--- config.mk ---
export PLATFORM = sky130hd
export DESIGN_NAME = cmpreg_top
export DESIGN_NICKNAME = d
export VERILOG_FILES = /design/src/cmpreg_pkg.sv /design/src/cmpreg_top.sv
export SDC_FILE = /design/constraint.sdc
export NUM_CORES = 1
export LEC_CHECK = 0
export BUFFER_PORTS_ARGS = -buffer_cell sky130_fd_sc_hd__buf_4
export CELL_PAD_IN_SITES_DETAIL_PLACEMENT = 1
export CELL_PAD_IN_SITES_GLOBAL_PLACEMENT = 1
export CORE_MARGIN = 4
export CORE_UTILIZATION = 30
export DETAILED_ROUTE_END_ITERATION = 8
export HOLD_SLACK_MARGIN = 0.15
export PLACE_DENSITY = 0.76
export REMOVE_ABC_BUFFERS = 1
export SETUP_SLACK_MARGIN = 0.5
export SLEW_MARGIN = 20
export SYNTH_ARGS = -nofsm -noshare
export SYNTH_HDL_FRONTEND = slang
export SYNTH_SLANG_ARGS = --single-unit
export TNS_END_PERCENT = 100
--- constraint.sdc ---
create_clock -name clk -period 1.7 [get_ports clk]
set_input_delay 0.255 -clock clk [delete_from_list [all_inputs] [get_ports clk]]
set_output_delay 0.255 -clock clk [all_outputs]
set_load 0.02 [all_outputs]
--- src/cmpreg_pkg.sv ---
// Constants and carrier types for the comparator mode and control registers.
// Functional notes
// Comparator1 output flag is read-only, 1 when positive input exceeds negative.
// Rising-edge flag sets on rising output edge, stays until software writes 0.
// Falling-edge flag sets on falling output edge, stays until software writes 0.
// Two-bit positive hysteresis field drives the comparator1 analog core.
// Two-bit negative hysteresis field drives the comparator1 analog core.
// Comparator0 two-bit speed/power mode is forwarded to its analog core.
// Comparator1 mode register holds same speed/power field in bits 1:0.
// Mode register bit 5 enables the rising-edge interrupt.
// Mode register bit 4 enables the falling-edge interrupt.
// Mode register bit 7 always reads 1; software must write 1.
// Mode register bit 6 reads 0 and ignores writes.
// Mode register bits 3:2 read 00 and ignore writes.
// Comparator0 mode register decodes at 0x9D in every page.
// Comparator1 mode register decodes at 0x9C only in page 0x0.
// Comparator1 control register decodes at 0x9A only in page 0x0.
// A disabled comparator is in low power and its output is forced 0.
// Edge flags set on edges regardless of interrupt enables.
// Output flag and edges use the raw output resynchronised to clock.
// Interrupt reaches the CPU only if source and global enables are set.
// Request is rise flag AND rise enable OR fall flag AND fall enable.
package cmpreg_pkg;

    // ========================================================================
    // Register addresses and page.
    localparam logic [7:0] CMPREG_ADDR_CMP1_CTRL = 8'h9A;
    localparam logic [7:0] CMPREG_ADDR_CMP1_MODE = 8'h9C;
    localparam logic [7:0] CMPREG_ADDR_CMP0_MODE = 8'h9D;
    localparam logic [7:0] CMPREG_PAGE_ZERO      = 8'h00;

    // ========================================================================
    // Field positions.
    localparam int CMPREG_BIT_ENABLE   = 7;
    localparam int CMPREG_BIT_OUT      = 6;
    localparam int CMPREG_BIT_RISE     = 5;
    localparam int CMPREG_BIT_FALL     = 4;
    localparam int CMPREG_HYP_HI       = 3;
    localparam int CMPREG_HYP_LO       = 2;
    localparam int CMPREG_HYN_HI       = 1;
    localparam int CMPREG_HYN_LO       = 0;
    localparam int CMPREG_MODE_HI      = 1;
    localparam int CMPREG_MODE_LO      = 0;

    // ========================================================================
    // Reset values and fixed read bits.
    localparam logic [1:0] CMPREG_MODE_RESET  = 2'h2;
    localparam logic [1:0] CMPREG_HYST_RESET  = 2'h0;
    localparam logic       CMPREG_FIXED_ONE   = 1'b1;
    localparam logic       CMPREG_FIXED_ZERO  = 1'b0;

    // Speed/power modes; mode 0 fastest, mode 3 lowest power.
    typedef enum logic [1:0] {
        CMPREG_MODE0,
        CMPREG_MODE1,
        CMPREG_MODE2,
        CMPREG_MODE3
    } cmpreg_mode_e;

    // Settings of one comparator's mode register.
    typedef struct packed {
        logic       rise_irq_enable;
        logic       fall_irq_enable;
        logic [1:0] speed_power_select;
    } cmpreg_mode_s;

    // Full block state.
    typedef struct packed {
        logic         cmp1_enable;
        logic         cmp1_rise_flag;
        logic         cmp1_fall_flag;
        logic [1:0]   cmp1_pos_hysteresis;
        logic [1:0]   cmp1_neg_hysteresis;
        cmpreg_mode_s cmp0_mode;
        cmpreg_mode_s cmp1_mode;
        logic         sync1;
        logic         sync2;
        logic         sync_prev;
        logic [7:0]   rdata;
        logic         cmp1_irq;
        logic         cmp0_irq;
    } cmpreg_state_s;

endpackage

--- src/cmpreg_top.sv ---
// Comparator control and mode registers on the special function register bus.
`timescale 1ns/1ns
module cmpreg_top
    import cmpreg_pkg::*;
(
    input  wire logic       clk,
    input  wire logic       rst_b,
    input  wire logic [7:0] sfr_page,
    input  wire logic [7:0] sfr_addr,
    input  wire logic [7:0] sfr_wdata,
    input  wire logic       sfr_wr,
    input  wire logic       sfr_rd,
    input  wire logic       cmp1_raw_out,
    input  wire logic       cmp0_rise_flag,
    input  wire logic       cmp0_fall_flag,
    input  wire logic       cmp1_irq_src_enable,
    input  wire logic       global_irq_enable,
    output logic [7:0]      sfr_rdata,
    output logic            cmp1_enable,
    output logic [1:0]      cmp1_pos_hysteresis,
    output logic [1:0]      cmp1_neg_hysteresis,
    output logic [1:0]      cmp0_speed_power_select,
    output logic [1:0]      cmp1_speed_power_select,
    output logic            cmp0_irq_req,
    output logic            cmp1_irq_req
);

    // ========================================================================
    // Internal state.
    cmpreg_state_s st_reg;
    cmpreg_state_s st_next;
    logic [1:0]    rst_sync_reg;
    logic          rst_int_b;

    // ========================================================================
    // Reset synchroniser.
    // Internal reset released through two flops; asserted asynchronously.
    // The synchroniser has its own register because it runs on the pin
    // reset, while all other state runs on the synchronised copy; this way
    // every flop leaves reset on the same edge and none sees a runt release.
    always_ff @(posedge clk or negedge rst_b) begin
        if (!rst_b) begin
            rst_sync_reg <= 2'b00;
        end else begin
            rst_sync_reg <= {rst_sync_reg[0], 1'b1};
        end
    end
    assign rst_int_b = rst_sync_reg[1];

    // ========================================================================
    // Decode and access helpers.
    // An address outside the three registers, or a page other than zero for
    // the two paged ones, hits nothing: writes are dropped and reads give 0.

    // Page-independent decode for the comparator0 mode register.
    function automatic logic hit_any(input logic [7:0] a,
                                     input logic [7:0] r);
        hit_any = (a == r);
    endfunction

    // Decode valid only in page zero.
    // The page compare is exact, so any page but zero misses.
    function automatic logic hit_p0(input logic [7:0] p,
                                    input logic [7:0] a,
                                    input logic [7:0] r);
        hit_p0 = (p == CMPREG_PAGE_ZERO) && (a == r);
    endfunction

    // Reads have no side effects, so polling the registers is always safe.
    // Mode register readback with fixed bits 7, 6 and 3:2.
    function automatic logic [7:0] mode_read(input cmpreg_mode_s m);
        mode_read = {CMPREG_FIXED_ONE, CMPREG_FIXED_ZERO,
                     m.rise_irq_enable, m.fall_irq_enable,
                     2'b00, m.speed_power_select};
    endfunction

    // Mode register write; bits 7, 6 and 3:2 are discarded.
    // They have no storage, so bit 7 reads 1 whatever software wrote.
    function automatic cmpreg_mode_s mode_write(input logic [7:0] d);
        mode_write.rise_irq_enable    = d[CMPREG_BIT_RISE];
        mode_write.fall_irq_enable    = d[CMPREG_BIT_FALL];
        mode_write.speed_power_select = d[CMPREG_MODE_HI:CMPREG_MODE_LO];
    endfunction

    // ========================================================================
    // Next-state logic.
    // Next-state logic for registers, synchroniser, flags and requests.
    always_comb begin
        logic wr_ctrl;
        logic wr_m1;
        logic wr_m0;
        logic rise_ev;
        logic fall_ev;
        logic out_q;
        // Edges are seen between the second synchroniser flop and its copy.
        out_q   = st_reg.sync2;
        rise_ev = out_q && !st_reg.sync_prev;
        fall_ev = !out_q && st_reg.sync_prev;
        wr_ctrl = sfr_wr && hit_p0(sfr_page, sfr_addr,
                                   CMPREG_ADDR_CMP1_CTRL);
        wr_m1   = sfr_wr && hit_p0(sfr_page, sfr_addr,
                                   CMPREG_ADDR_CMP1_MODE);
        wr_m0   = sfr_wr && hit_any(sfr_addr, CMPREG_ADDR_CMP0_MODE);
        st_next = st_reg;

        // Raw output passes two flops; a disabled comparator reads 0.
        // The enable gate sits ahead of the first flop, so turning the
        // comparator off shows up as a falling edge; software is expected
        // to clear both flags a little after any enable or mode change.
        st_next.sync1     = cmp1_raw_out && st_reg.cmp1_enable;
        st_next.sync2     = st_reg.sync1;
        st_next.sync_prev = st_reg.sync2;

        // Register writes; fields outside each register's map are ignored.
        // A flag bit written here may still be overridden by an edge below.
        if (wr_ctrl) begin
            st_next.cmp1_enable         = sfr_wdata[CMPREG_BIT_ENABLE];
            st_next.cmp1_rise_flag      = sfr_wdata[CMPREG_BIT_RISE];
            st_next.cmp1_fall_flag      = sfr_wdata[CMPREG_BIT_FALL];
            st_next.cmp1_pos_hysteresis =
                sfr_wdata[CMPREG_HYP_HI:CMPREG_HYP_LO];
            st_next.cmp1_neg_hysteresis =
                sfr_wdata[CMPREG_HYN_HI:CMPREG_HYN_LO];
        end
        if (wr_m1) begin
            st_next.cmp1_mode = mode_write(sfr_wdata);
        end
        if (wr_m0) begin
            st_next.cmp0_mode = mode_write(sfr_wdata);
        end

        // Hardware set beats a same-cycle software clear.
        // An edge that lands while software clears the flag is never lost.
        // Writing 1 to a flag sets it, which lets software test the path.
        if (rise_ev) begin
            st_next.cmp1_rise_flag = 1'b1;
        end
        if (fall_ev) begin
            st_next.cmp1_fall_flag = 1'b1;
        end

        // Readback mux; unmapped addresses read zero.
        // Data stands one cycle after the strobe and is 0 otherwise, so
        // several register blocks can share the read bus through an OR.
        st_next.rdata = 8'h00;
        if (sfr_rd) begin
            if (hit_p0(sfr_page, sfr_addr, CMPREG_ADDR_CMP1_CTRL)) begin
                st_next.rdata = {st_reg.cmp1_enable, out_q,
                                 st_reg.cmp1_rise_flag,
                                 st_reg.cmp1_fall_flag,
                                 st_reg.cmp1_pos_hysteresis,
                                 st_reg.cmp1_neg_hysteresis};
            end else if (hit_p0(sfr_page, sfr_addr,
                                CMPREG_ADDR_CMP1_MODE)) begin
                st_next.rdata = mode_read(st_reg.cmp1_mode);
            end else if (hit_any(sfr_addr, CMPREG_ADDR_CMP0_MODE)) begin
                st_next.rdata = mode_read(st_reg.cmp0_mode);
            end
        end

        // Request gated by per-edge, source and global enables.
        // Requests are registered and so trail their flags by one cycle.
        // Comparator0 has no source enable here; its control lives outside.
        st_next.cmp1_irq = global_irq_enable && cmp1_irq_src_enable &&
            ((st_reg.cmp1_rise_flag && st_reg.cmp1_mode.rise_irq_enable) ||
             (st_reg.cmp1_fall_flag &&
              st_reg.cmp1_mode.fall_irq_enable));
        st_next.cmp0_irq = global_irq_enable &&
            ((cmp0_rise_flag && st_reg.cmp0_mode.rise_irq_enable) ||
             (cmp0_fall_flag && st_reg.cmp0_mode.fall_irq_enable));
    end

    // ========================================================================
    // State register.
    // State register; reset values are the documented ones.
    // The synchroniser flops reset to 0, the idle level of a disabled
    // comparator, so no false edge is flagged as reset ends.
    // Each field is listed so none can slip past its reset value.
    always_ff @(posedge clk or negedge rst_int_b) begin
        if (!rst_int_b) begin
            st_reg.cmp1_enable         <= 1'b0;
            st_reg.cmp1_rise_flag      <= 1'b0;
            st_reg.cmp1_fall_flag      <= 1'b0;
            st_reg.cmp1_pos_hysteresis <= CMPREG_HYST_RESET;
            st_reg.cmp1_neg_hysteresis <= CMPREG_HYST_RESET;
            st_reg.cmp0_mode           <= '{1'b0, 1'b0, CMPREG_MODE_RESET};
            st_reg.cmp1_mode           <= '{1'b0, 1'b0, CMPREG_MODE_RESET};
            st_reg.sync1               <= 1'b0;
            st_reg.sync2               <= 1'b0;
            st_reg.sync_prev           <= 1'b0;
            st_reg.rdata               <= 8'h00;
            st_reg.cmp1_irq            <= 1'b0;
            st_reg.cmp0_irq            <= 1'b0;
        end else begin
            st_reg.cmp1_enable         <= st_next.cmp1_enable;
            st_reg.cmp1_rise_flag      <= st_next.cmp1_rise_flag;
            st_reg.cmp1_fall_flag      <= st_next.cmp1_fall_flag;
            st_reg.cmp1_pos_hysteresis <= st_next.cmp1_pos_hysteresis;
            st_reg.cmp1_neg_hysteresis <= st_next.cmp1_neg_hysteresis;
            st_reg.cmp0_mode           <= st_next.cmp0_mode;
            st_reg.cmp1_mode           <= st_next.cmp1_mode;
            st_reg.sync1               <= st_next.sync1;
            st_reg.sync2               <= st_next.sync2;
            st_reg.sync_prev           <= st_next.sync_prev;
            st_reg.rdata               <= st_next.rdata;
            st_reg.cmp1_irq            <= st_next.cmp1_irq;
            st_reg.cmp0_irq            <= st_next.cmp0_irq;
        end
    end

    // ========================================================================
    // Outputs.
    // Outputs come straight from state flops.
    // Nothing combinational reaches a pin, so the analog controls never
    // see a glitch while a write is decoded.
    assign sfr_rdata               = st_reg.rdata;
    assign cmp1_enable             = st_reg.cmp1_enable;
    assign cmp1_pos_hysteresis     = st_reg.cmp1_pos_hysteresis;
    assign cmp1_neg_hysteresis     = st_reg.cmp1_neg_hysteresis;
    assign cmp0_speed_power_select = st_reg.cmp0_mode.speed_power_select;
    assign cmp1_speed_power_select = st_reg.cmp1_mode.speed_power_select;
    assign cmp0_irq_req            = st_reg.cmp0_irq;
    assign cmp1_irq_req            = st_reg.cmp1_irq;

endmodule

==> reports/metrics.csv <==
metric;value;unit
status;complete, no violations;
timing.rr.end;sfr_rdata[1];
n_antenna_cell;0;
grt_pass1_wl;5.86;mm
htree_levels;2;
synthToLayoutAreaGrowth;55.2;%
cts_made_buffers;5;
crit_arrival;1810;ps
vias;1074;
grt_use_total;0.144;
synth_cell_types;32;
crit_path_start_kind;input port;
synth_cells;115;
critical_path.max_fanout;7;
ios;52;
powerDensity;834;nW/um^2
coreArea;4380;sq um
cp-end-kind;register;
drtAntennaViolNets;0;
post-route-drc-count;0;
cts_tree;done;
clk_pin_slew;70;ps
reg2reg_slack;560;ps
timing.rr.start;cmp0_speed_power_select[1];
syn_avg_cell_area;11.9;sq um
drv_cap;0;
p_comb_frac;0.078;
antenna_found_initial;0;
drive_gt1_frac;0.628;
setup_viol;0;
pwr-share-seq;0.410;
nets;204;
multi_input_area;598;sq um
io_buffers;50;
swShare;0.198;
clock_latency;290;ps
totalWireLength;4.22;mm
switchingPower;352;uW
crit_slowest_cell;or4b_4;
grt_pass1_vias;1197;
ir_drop;0.000658;V
viasPerCell;4.79;
clock.fmax;611;MHz
cts-root-buf;clkbuf_8;
cp_slowest_stage_delay;510;ps
finalWeightedCongestion;0.779;
rows;24;
hold_viol;0;
dieHeight;75.6;microns
fin_crit_sh;0.963;
final_util;0.486;
n_fill_cell;467;
worstPathCellList;buf_4, nand2b_1, or4b_4, or3_4, mux2_4;
endpoint;cmp1_enable;
dp.cells;206;
seqCellArea;753;sq um
synth_area;1370;sq um
yosysWarnings;0;
die_area;5720;sq um
fp.dieW;75.6;microns
dr.pass1.iters;4;
wl_per_cell;18.8;microns
clkSinkCount;30;
overflow;0;
finalCriticalPeriod;1640;ps
r2r_cells;4;
largest_reg_flops;8;
start_util;0.313;
p_int;1420;uW
hpwlAfterDp;2.80;mm
required;1870;ps
stdcell_count;224;
setup_tns;0;ps
yosysSeqAreaShare;0.549;
clkPwrFrac;0.512;
drv_slew;0;
startpoint;sfr_addr[6];
finClkSkew;9.01;ps
clockBufferDepth;2;
rsz0062_at_grt;true;
ys_ff_latch;30;
grt_start_max_net_pins;29;
drtIter0Drc;60;
leakage;0.00103;uW
criticalPathCategory;in2reg;
hold_path_class;in2reg;
p_total;1780;uW
-- power groups by stage --
| stage | Sequential (uW) | Clock (uW) | Combinational (uW) |
|---|---|---|---|
| floorplan | 752 | 0 | 18.1 |
| global placement | 740 | 0 | 109 |
| detailed placement | 741 | 0 | 115 |
| CTS | 728 | 928 | 123 |
| global route | 728 | 964 | 151 |
| finish | 728 | 909 | 138 |
-- cell usage in the layout, fill, tap and decap left out, types with 2 or more instances in the layout --
cell        n
a21oi_1     2
clkbuf_8    6
buf_4      61
and3_1      4
o31ai_2     3
nor2_1      2
nand3_4     2
inv_1       3
o31ai_1     2
nand2_1     2
dfrtp_1    28
mux2_2      7
a31oi_4     3
dfstp_2     2
a22oi_1     2
nand3_1     8
buf_6       5
mux2_4      6
bufinv_16   2
-- cell type report --
type / instances / share of cell area
clock buffers: 6 / 0.0388
clock inverters: 2 / 0.0282
inverters: 3 / 0.00529
multi-input cells: 62 / 0.281
flip-flops and latches: 30 / 0.354
well taps: 52 / 0.0306
repair buffers: 69 / 0.263
-- worst min-delay path by stage --
stage                       from                     end  depth (start not counted)
finish              sfr_wdata[3]  cmp1_pos_hysteresis[1]                          2
global route        sfr_wdata[3]  cmp1_pos_hysteresis[1]                          2
CTS                 cmp1_raw_out             st_next[11]                          2
detailed placement         rst_b         rst_sync_reg[0]                          1
global placement           rst_b         rst_sync_reg[1]                          1
floorplan                  rst_b         rst_sync_reg[0]                          0
-- cell families after synthesis --
| logic type | synth area share |
|---|---|
| buffers and inverters | 0.113 |
| DFF | 0.549 |
| and+or+nand+nor | 0.124 |
| muxes | 0.128 |
| other | 0.00273 |
| AOI/OAI and AO/OA | 0.0839 |
-- cell usage after synthesis --
cell type  number  area share
a22oi_1         2       0.011
nand3_2         1      0.0073
nand3_1        10       0.036
and2_1          1      0.0046
a21o_2          1      0.0064
nand2_1         2      0.0055
mux2_4          5       0.055
buf_2           1      0.0036
nor2b_1         1      0.0046
inv_1           3      0.0082
o31ai_1         5       0.027
buf_4          16       0.088
nor3_1          1      0.0036
nor4_1          2      0.0091
clkbuf_1        2      0.0055
and3_1          4       0.018
a31oi_1         4       0.018
or4b_1          1      0.0073
dfstp_2         2       0.038
nor2_1          3      0.0082
dfrtp_1        28        0.51
o21ai_0         1      0.0036
mux2_2          8       0.066
conb_1          1      0.0027
o32ai_1         1      0.0064
nand3b_1        1      0.0055
buf_6           1      0.0082
nand2b_1        1      0.0046
or2_2           1      0.0046
mux2i_1         1      0.0073
or3_1           1      0.0046
a21oi_1         3       0.011
-- stage by stage --
step	setup slack, ps	instance area, sq um	hold WS, ps
after CTS	121	1960	168
final	62.8	2130	187
after detailed placement	-357	1740	39.1
after global placement	-296	1740	37.1
after floorplan	-320	1230	-40.6
after global routing	43.7	2130	181
-- worst max-delay path, delay by kind of cell --
kind,cells,cell delay (ps)
AND/OR/NAND/NOR,3,1120
multiplexers,1,320
buffers and inverters,1,110
-- metal layers --
layer / track usage / part of all wire
met1: 0.153 / 0.35
met4: 0.0524 / 0.013
met2: 0.253 / 0.58
met3: 0.0633 / 0.055
met5: 0 / 0
-- repair_timing --
item | in CTS | in global routing
setup buffers | 4 | 5
hold buffers | 1 | 0
resized for setup | 10 | 18
pin swaps | 2 | 3
endpoints found under the setup margin | 25 | 25
endpoints found under the hold margin | 2 | 0
Power figures use the tool's default switching activity.
